==> src/shared/usms_pkg.sv <==
/*
  Shared constants and types of the serial port in master SPI operation.
  Assumes a single 20 MHz system clock and a synchronous active-high reset.
*/
package usms_pkg;

  ////////////////////////////////////////////////////////////////////////////
  // Clock and divisor
  localparam int unsigned CLK_HZ      = 20000000;
  localparam int unsigned DIV_W       = 12;
  localparam logic [11:0] DIV_RST     = 12'h000;

  ////////////////////////////////////////////////////////////////////////////
  // Mode and frame
  localparam logic [1:0]  MODE_MSPI   = 2'h3;
  localparam int unsigned FRAME_BITS  = 8;
  localparam logic [3:0]  HALF_LAST   = 4'hF;
  localparam logic [3:0]  HALF_RST    = 4'h0;
  localparam logic [7:0]  BYTE_RST    = 8'h00;
  localparam logic [1:0]  RXC_FULL    = 2'h2;
  localparam logic [1:0]  RXC_RST     = 2'h0;

  ////////////////////////////////////////////////////////////////////////////
  // Types
  typedef enum logic [1:0] {
    USMS_IDLE  = 2'b01,
    USMS_SHIFT = 2'b10
  } usms_state_t;

  typedef struct packed {
    logic [1:0]  port_mode_select_field;
    logic        transmitter_enable_bit;
    logic        receiver_enable_bit;
    logic        clock_polarity_bit;
    logic        clock_phase_bit;
    logic        bit_order_select;        // 1: least significant bit first
    logic        clock_pin_direction_bit; // 1: clock pin is an output
    logic [3:0]  baud_divisor_high;
    logic [7:0]  baud_divisor_low;
  } usms_cfg_t;

  typedef struct packed {
    logic        tx_empty;
    logic        transmit_complete_flag;
    logic        receive_complete_flag;
    logic        rx_overrun;
  } usms_status_t;

endpackage : usms_pkg

==> src/rtl/usms_spi.sv <==
/*
  Master SPI transfer controller of the serial port: mode decode, clock
  generation, transmit and receive shifters with their buffers.
  Assumes software drives the configuration ports steadily during frames and
  that the pins are resolved by the surroundings from the enables.
*/
// Overview of operation
// - Master SPI only when mode field is 11
// - Controller owns shifters, buffers and baud generator
// - No parity, recovery or async control here
// - Pin control and event flags as usual
// - Same ports; some config bits change meaning
// - Clock is generated internally only, never slave
// - Bit rate is fclk over 2(divisor+1)
// - Divisor is 12 bits from high and low
// - Divisor zero gives half system clock
// - Full duplex over output, input and clock
// - All four polarity/phase modes supported
// - Bit order selectable, LSB or MSB first
// - Transmit and receive double buffered
// - Shift and sample on opposite edges per mode
// - Eight bit frames, back to back allowed
// - Data write starts send, and receive when receiver enabled
// - Receive overflow drops the newest byte
`timescale 1ns/1ps
`default_nettype none

module usms_spi
  import usms_pkg::*;
(
  // Clock and reset
  input  wire logic               CLK,
  input  wire logic               SRST,
  // Configuration
  input  wire usms_pkg::usms_cfg_t CFG,
  // Data port, write side
  input  wire logic               WR_STB,
  input  wire logic [7:0]         WR_DATA,
  // Data port, read side
  input  wire logic               RD_STB,
  output var  logic [7:0]         RD_DATA,
  // Flag clears
  input  wire logic               TXC_CLR,
  input  wire logic               OVR_CLR,
  // Status
  output var  usms_pkg::usms_status_t STATUS,
  // Pins
  output var  logic               TXD_OUT,
  output var  logic               TXD_OE_N,
  input  wire logic               RXD_IN,
  output var  logic               SCK_OUT,
  output var  logic               SCK_OE_N
);

  import usms_pkg::*;

  typedef struct packed {
    usms_state_t     st;
    logic [3:0]      half;
    logic            tgl;
    logic [7:0]      tsr;
    logic [7:0]      txb;
    logic            txf;
    logic [7:0]      rsr;
    logic [1:0][7:0] rxb;
    logic [1:0]      rxc;
    logic            rxv;
    logic            txc;
    logic            ovr;
    logic            mosi;
    logic            sck;
    logic            sck_oe_n;
    logic            txd_oe_n;
  } usms_core_t;

  usms_core_t q;
  usms_core_t d;

  ////////////////////////////////////////////////////////////////////////////
  // Mode decode and divisor
  logic        mspi;
  logic [11:0] div;
  logic        tick;
  logic        frame_end;
  logic        setup_edge;
  logic        sample_edge;
  logic        rx_push;

  // Control bits take their SPI meaning only in this mode
  assign mspi = (CFG.port_mode_select_field == MODE_MSPI)
                && CFG.transmitter_enable_bit;
  assign div  = {CFG.baud_divisor_high, CFG.baud_divisor_low};

  // Shared generator, no clock input path exists
  usms_baud #(.W(DIV_W)) u_baud (
    .CLK  (CLK),
    .SRST (SRST),
    .en   (q.st == USMS_SHIFT),
    .div  (div),
    .tick (tick)
  );

  assign frame_end   = tick && (q.half == HALF_LAST);
  assign setup_edge  = tick && (q.half[0] != CFG.clock_phase_bit);
  assign sample_edge = tick && (q.half[0] == CFG.clock_phase_bit);
  assign rx_push     = frame_end && CFG.receiver_enable_bit;

  ////////////////////////////////////////////////////////////////////////////
  // Bit order helpers
  function automatic logic first_bit(input logic [7:0] v, input logic lsb);
    first_bit = lsb ? v[0] : v[7];
  endfunction : first_bit

  function automatic logic [7:0] shift_out(input logic [7:0] v, input logic lsb);
    shift_out = lsb ? {1'b0, v[7:1]} : {v[6:0], 1'b0};
  endfunction : shift_out

  function automatic logic [7:0] shift_in(input logic [7:0] v, input logic lsb,
                                          input logic b);
    shift_in = lsb ? {b, v[7:1]} : {v[6:0], b};
  endfunction : shift_in

  ////////////////////////////////////////////////////////////////////////////
  // Single transfer controller; no parity or recovery logic exists here
  always_comb
  begin
    logic [7:0] rnew;
    logic [1:0] cnt;
    logic       load;
    rnew = q.rsr;
    cnt  = q.rxc;
    load = 1'b0;
    d    = q;

    // Transmit buffer accepts a byte while empty, or in the cycle its byte loads the shifter
    if (mspi && WR_STB && !q.txf)
    begin
      d.txb = WR_DATA;
      d.txf = 1'b1;
    end

    unique case (q.st)
      USMS_IDLE:
      begin
        d.tgl = 1'b0;
        if (mspi && q.txf)
          load = 1'b1;
      end
      USMS_SHIFT:
      begin
        if (sample_edge)
          rnew = shift_in(q.rsr, CFG.bit_order_select, RXD_IN);
        d.rsr = rnew;
        if (setup_edge && !frame_end)
        begin
          d.mosi = first_bit(q.tsr, CFG.bit_order_select);
          d.tsr  = shift_out(q.tsr, CFG.bit_order_select);
        end
        if (tick)
        begin
          d.tgl  = ~q.tgl;
          d.half = q.half + 1'b1;
        end
        if (frame_end)
        begin
          if (q.txf)
            load = 1'b1;
          else
          begin
            d.st  = USMS_IDLE;
            d.txc = 1'b1;
          end
        end
      end
    endcase

    // Leaving the mode aborts the frame and parks the clock
    if (!mspi)
    begin
      d.st   = USMS_IDLE;
      d.tgl  = 1'b0;
      d.half = HALF_RST;
      load   = 1'b0;
    end

    if (load)
    begin
      d.st   = USMS_SHIFT;
      d.half = HALF_RST;
      d.tgl  = 1'b0;
      d.txf  = WR_STB;
      d.txb  = WR_STB ? WR_DATA : q.txb;
      if (CFG.clock_phase_bit)
      begin
        d.tsr = q.txb;
      end
      else
      begin
        d.mosi = first_bit(q.txb, CFG.bit_order_select);
        d.tsr  = shift_out(q.txb, CFG.bit_order_select);
      end
    end

    // Receive buffer: pop before push so a read frees room in the same cycle
    if (RD_STB && cnt != RXC_RST)
    begin
      d.rxb[0] = q.rxb[1];
      cnt      = cnt - 1'b1;
    end
    if (rx_push)
    begin
      if (cnt == RXC_FULL)
        d.ovr = 1'b1;
      else
      begin
        d.rxb[cnt[0]] = rnew;
        cnt           = cnt + 1'b1;
      end
    end
    d.rxc = cnt;
    d.rxv = (cnt != RXC_RST);

    // Set wins over clear for both sticky flags
    if (TXC_CLR && !(frame_end && !q.txf))
      d.txc = 1'b0;
    if (OVR_CLR && !(rx_push && cnt == RXC_FULL && q.rxc == RXC_FULL))
      d.ovr = 1'b0;

    // Pin control as in the ordinary port; driven means enable low
    d.sck      = CFG.clock_polarity_bit ^ d.tgl;
    d.sck_oe_n = ~(mspi && CFG.clock_pin_direction_bit);
    d.txd_oe_n = ~mspi;
  end

  always_ff @(posedge CLK)
  begin
    if (SRST)
    begin
      q          <= '0;
      q.st       <= USMS_IDLE;
      q.sck_oe_n <= 1'b1;
      q.txd_oe_n <= 1'b1;
    end
    else
      q <= d;
  end

  ////////////////////////////////////////////////////////////////////////////
  // Outputs straight from flops
  assign RD_DATA                       = q.rxb[0];
  assign STATUS.tx_empty               = ~q.txf;
  assign STATUS.transmit_complete_flag = q.txc;
  assign STATUS.receive_complete_flag  = q.rxv;
  assign STATUS.rx_overrun             = q.ovr;
  assign TXD_OUT                       = q.mosi;
  assign SCK_OUT                       = q.sck;
  assign SCK_OE_N                      = q.sck_oe_n;
  assign TXD_OE_N                      = q.txd_oe_n;

  ////////////////////////////////////////////////////////////////////////////
  // Checks
  a_mode_gate: assert property (@(posedge CLK) disable iff (SRST)
    !mspi |=> (q.st == USMS_IDLE) && !q.tgl)
    else $error("shifting outside master SPI mode");

  a_clock_idle: assert property (@(posedge CLK) disable iff (SRST)
    (q.st == USMS_IDLE && $stable(CFG.clock_polarity_bit))
      |-> (SCK_OUT == CFG.clock_polarity_bit) || $past(q.st == USMS_SHIFT) || $past(SRST))
    else $error("clock not at idle level between frames");

  a_frame_length: assert property (@(posedge CLK) disable iff (SRST)
    frame_end |-> q.tgl)
    else $error("frame ended on wrong half period");

  a_write_start: assert property (@(posedge CLK) disable iff (SRST)
    (mspi && WR_STB && !q.txf && q.st == USMS_IDLE)
      ##1 (mspi && !WR_STB) |=> (q.st == USMS_SHIFT))
    else $error("data write did not start a frame");

  a_gapless: assert property (@(posedge CLK) disable iff (SRST)
    (frame_end && q.txf && mspi) |=> (q.st == USMS_SHIFT) && (q.half == HALF_RST))
    else $error("queued byte not started back to back");

  a_rx_overflow: assert property (@(posedge CLK) disable iff (SRST)
    (rx_push && q.rxc == RXC_FULL && !RD_STB)
      |=> (q.rxc == RXC_FULL) && $stable(q.rxb) && q.ovr)
    else $error("overflow did not keep older bytes");

  a_tx_complete: assert property (@(posedge CLK) disable iff (SRST)
    (frame_end && !q.txf) |=> STATUS.transmit_complete_flag && (q.st == USMS_IDLE))
    else $error("transmit complete flag not set");

  c_one_frame:  cover property (@(posedge CLK) disable iff (SRST)
    frame_end && !q.txf);
  c_back2back:  cover property (@(posedge CLK) disable iff (SRST)
    frame_end && q.txf);
  c_overflow:   cover property (@(posedge CLK) disable iff (SRST)
    rx_push && q.rxc == RXC_FULL);
  c_mode3:      cover property (@(posedge CLK) disable iff (SRST)
    frame_end && CFG.clock_phase_bit && CFG.clock_polarity_bit);

endmodule : usms_spi

`default_nettype wire

==> src/rtl/usms_baud.sv <==
/*
  Baud generator: one tick per half bit period of div+1 system clocks.
  Assumes the divisor is held steady while a frame is shifting.
*/
`timescale 1ns/1ps
`default_nettype none

module usms_baud
  import usms_pkg::*;
#(
  parameter int unsigned W = DIV_W
)
(
  // Clock and reset
  input  wire logic         CLK,
  input  wire logic         SRST,
  // Control
  input  wire logic         en,
  input  wire logic [W-1:0] div,
  // Half period strobe
  output var  logic         tick
);

  typedef struct packed {
    logic [W-1:0] cnt;
  } usms_baud_st_t;

  usms_baud_st_t s_q;
  usms_baud_st_t s_d;

  // Compare with >= so that a divisor lowered mid-count cannot stall the count
  always_comb
  begin
    s_d  = s_q;
    tick = en && (s_q.cnt >= div);
    if (!en || tick)
      s_d.cnt = '0;
    else
      s_d.cnt = s_q.cnt + 1'b1;
  end

  always_ff @(posedge CLK)
  begin
    if (SRST)
      s_q <= '0;
    else
      s_q <= s_d;
  end

  ////////////////////////////////////////////////////////////////////////////
  // Checks
  a_half_period: assert property (@(posedge CLK) disable iff (SRST)
    (tick && div != '0 && $stable(div) && en) |=> !tick)
    else $error("baud tick repeated with nonzero divisor");

  a_max_rate: assert property (@(posedge CLK) disable iff (SRST)
    (en && $past(en) && div == '0 && $past(div) == '0) |-> tick)
    else $error("divisor zero did not tick every cycle");

endmodule : usms_baud

`default_nettype wire

==> config.mk <==
export PLATFORM = sky130hd
export DESIGN_NAME = usms_spi
export DESIGN_NICKNAME = d
export VERILOG_FILES = /design/src/shared/usms_pkg.sv /design/src/rtl/usms_spi.sv /design/src/rtl/usms_baud.sv
export SDC_FILE = /design/constraint.sdc
export NUM_CORES = 1
export LEC_CHECK = 0
export BUFFER_PORTS_ARGS = -buffer_cell sky130_fd_sc_hd__buf_2
export CAP_MARGIN = 0
export CORE_UTILIZATION = 35
export DETAILED_ROUTE_END_ITERATION = 10
export SETUP_SLACK_MARGIN = 0.5
export SYNTH_ARGS = -nofsm -noshare
export SYNTH_HDL_FRONTEND = slang
export SYNTH_HIERARCHICAL = 1
export SYNTH_SLANG_ARGS = --single-unit
==> constraint.sdc <==
create_clock -name CLK -period 3.3 [get_ports CLK]
set_clock_uncertainty 0.1 [all_clocks]
set_input_delay 0.165 -clock CLK [delete_from_list [all_inputs] [get_ports CLK]]
set_output_delay 0.165 -clock CLK [all_outputs]
set_load 0.1 [all_outputs]
==> flow_summary.json <==
{
  "utilization_pct": 43.87,
  "worst_hold_slack_ps": 19.21,
  "drt-initial-drc-count": 144,
  "area_growth_pct": 22.34,
  "totalWireLength_um": 8650,
  "crit_required_ps": 3480,
  "numCtsBuffers": 9,
  "hpwl_um": 5976,
  "crit_arrival_ps": 2890,
  "synth_cell_types": 50,
  "status": "complete, no violations",
  "max-cap-violations": 0,
  "fmax_mhz": 368.7,
  "clk_path_buf_depth": 2,
  "fin_crit_ps": 2713,
  "htreeDepth": 3,
  "rsz0062_at_grt": "no",
  "grt_pass1_wl_um": 14320,
  "worst_r2r_path_depth": 10,
  "grt_usage_pct": 15.80,
  "wl_per_cell_um": 13.95,
  "drtPass1Iterations": 4,
  "die_area_mm2": 0.01148,
  "finalSetupViolCount": 0,
  "cts_root_buf": "clkbuf_8",
  "drt_drc_violations_left": 0,
  "grt_max_degree": 29,
  "diodes": 0,
  "antenna_found_initial": 0,
  "start_util_pct": 35.86,
  "relSlewSlack_pct": 59.66,
  "syn_nets": 476,
  "powerDensity_mw_per_mm2": 437.5,
  "ys_ff_latch": 69,
  "port_buffers": 50,
  "coreArea_mm2": 0.01079,
  "netlist_area_mm2": 0.003870,
  "num_io_pins": 51,
  "antenna_left": 0,
  "finalSetupTns_ps": 0,
  "die_w_um": 107.2,
  "clk_latency_ps": 350,
  "startpoint_type": "register",
  "rows": 38,
  "total_power_mw": 2.071,
  "grt_pass1_vias": 3038,
  "worstMarginPinSlew_ps": 605.1,
  "hold_violations": 0,
  "place.gp.congestion": 0.8050,
  "drive_gt1_share_pct": 30.00,
  "synth_seq_area_share_pct": 35.69,
  "maxSlewViolCount": 0,
  "path_class": "register to register",
  "path_clk_slew_ps": 70,
  "cts_tree": "done",
  "end_kind": "register",
  "viasPerCell": 5.071,
  "gr-total-overflow": 0,
  "ir_drop_v": 0.0003328,
  "vias": 3144,
  "layout.nets": 528,
  "ys_warn_count": 6,
  "syn_avg_cell_area_um2": 9.149,
  "cts_sinks": 69,
  "die_h_um": 107.2,
  "worstPathMaxFanout": 9,
  "hp-class": "input pin to register",
  "p_leak_nw": 1.777,
  "finalCritPeriodShare_pct": 82.20,
  "synthCells": 423,
  "hold_path_depth": 3
}
-- stage by stage --
stage               instance area [µm²]  worst slack (ps)  instances
finish                             4735             587.5        620
floorplan                          3870             610.7        423
global route                       4735             481.4        620
CTS                                4597             512.1        614
global placement                   4150             266.1        586
detailed placement                 4150             173.3        586
-- power breakdown --
part | switching (mW) | internal, mW | leakage, nW | total [mW]
Combinational | 0.141 | 0.0800 | 1.08 | 0.221
Clock | 0.327 | 0.676 | 0.143 | 1.00
Sequential | 0.00516 | 0.842 | 0.557 | 0.847
-- layout by cell type (no fill, tap or decap), types with 11 or more instances in the layout --
cell type / n
buf_4: 12
buf_2: 50
xnor2_1: 11
nor2_1: 31
dfxtp_1: 68
o21ai_0: 25
nand3_1: 20
mux2i_1: 17
nand2_1: 19
ha_1: 16
mux2_2: 24
a21oi_1: 31
dlygate4sd3_1: 11
inv_1: 23
nor3_2: 11
-- critical path, stage by stage (launching register included) --
cell     delay (ps)
dfxtp_1         350
ha_1            300
nand4_1         240
nor3_2          230
nand2_1         130
a21oi_4         220
nand4_4         190
buf_4           190
a211o_4         370
o32a_1          200
a21oi_2         120
-- layout make-up --
class,instances,area [µm²]
clock buffer,10,137.6
multi-input combinational,296,2311
tap,140,175.2
sequential,69,1383
clock inverter,6,157.7
fill,1025,6058
inverter,23,86.33
timing repair buffer,76,484.2
-- state kept, by name (all words and copies together), names as in the netlist --
register / cells
q: 42
RD_DATA: 8
TXD_OUT: 1
TXD_OE_N: 1
u_baud/s_q: 12
SCK_OE_N: 1
STATUS: 3
SCK_OUT: 1
-- worst paths after layout --
kind	start	slack, ps	endpoint
min reg2reg	q[24]	380	q[24]
max	u_baud/s_q[8]	590	q[49]
min	CFG[15]	20	SCK_OUT
max reg2reg	u_baud/s_q[8]	590	q[49]
-- synth_stat cells, drive strengths merged --
cell | n | area, µm²
dfxtp | 69 | 1381
a21oi | 33 | 168.9
nor2 | 32 | 120.1
o21ai | 27 | 135.1
buf | 26 | 177.7
mux2 | 24 | 270.3
inv | 23 | 86.33
nand3 | 22 | 127.6
nand2 | 19 | 71.32
ha | 18 | 225.2
nor3 | 18 | 156.4
mux2i | 17 | 170.2
a211oi | 13 | 112.6
xnor2 | 13 | 128.9
a211o | 10 | 88.84
and2 | 10 | 62.56
clkbuf | 9 | 33.78
a22oi | 5 | 37.54
nand4 | 5 | 46.29
xor2 | 5 | 51.30
nor3b | 4 | 35.03
a2111oi | 3 | 38.79
nand2b | 3 | 18.77
a21o | 2 | 15.01
a311oi | 2 | 17.52
nor4 | 2 | 12.51
a2111o | 1 | 11.26
a221oi | 1 | 8.760
a32oi | 1 | 8.760
and3b | 1 | 8.760
and4 | 1 | 8.760
nand3b | 1 | 7.510
o211ai | 1 | 7.510
o31a | 1 | 8.760
o32a | 1 | 10.01
-- kinds of logic after synthesis --
| kind of cell | Yosys count | synth area share (%) |
|---|---|---|
| flops | 69 | 35.69 |
| compound gates | 101 | 17.30 |
| fa+ha+maj | 18 | 5.820 |
| xor+xnor | 18 | 4.656 |
| buf+inv | 58 | 7.695 |
| simple gates | 118 | 17.46 |
| mux | 41 | 11.38 |
-- what timing repair did --
| action | 4_1_cts | 5_1_grt |
|---|---|---|
| endpoints found under the setup margin | 49 | 35 |
| endpoints found under the hold margin | 11 | 0 |
| hold buffers | 11 | 0 |
| pin swaps | 1 | 9 |
| setup buffers | 1 | 6 |
| resized for setup | 9 | 15 |
-- routing by layer --
metal	track usage, %	up-vias	routed length [µm]
li1	-	1599	-
met1	21.17	1464	4248
met2	24.52	79	3966
met3	4.073	2	386
met4	5.382	0	48
met5	0	-	0
Power figures use the tool's default switching activity.
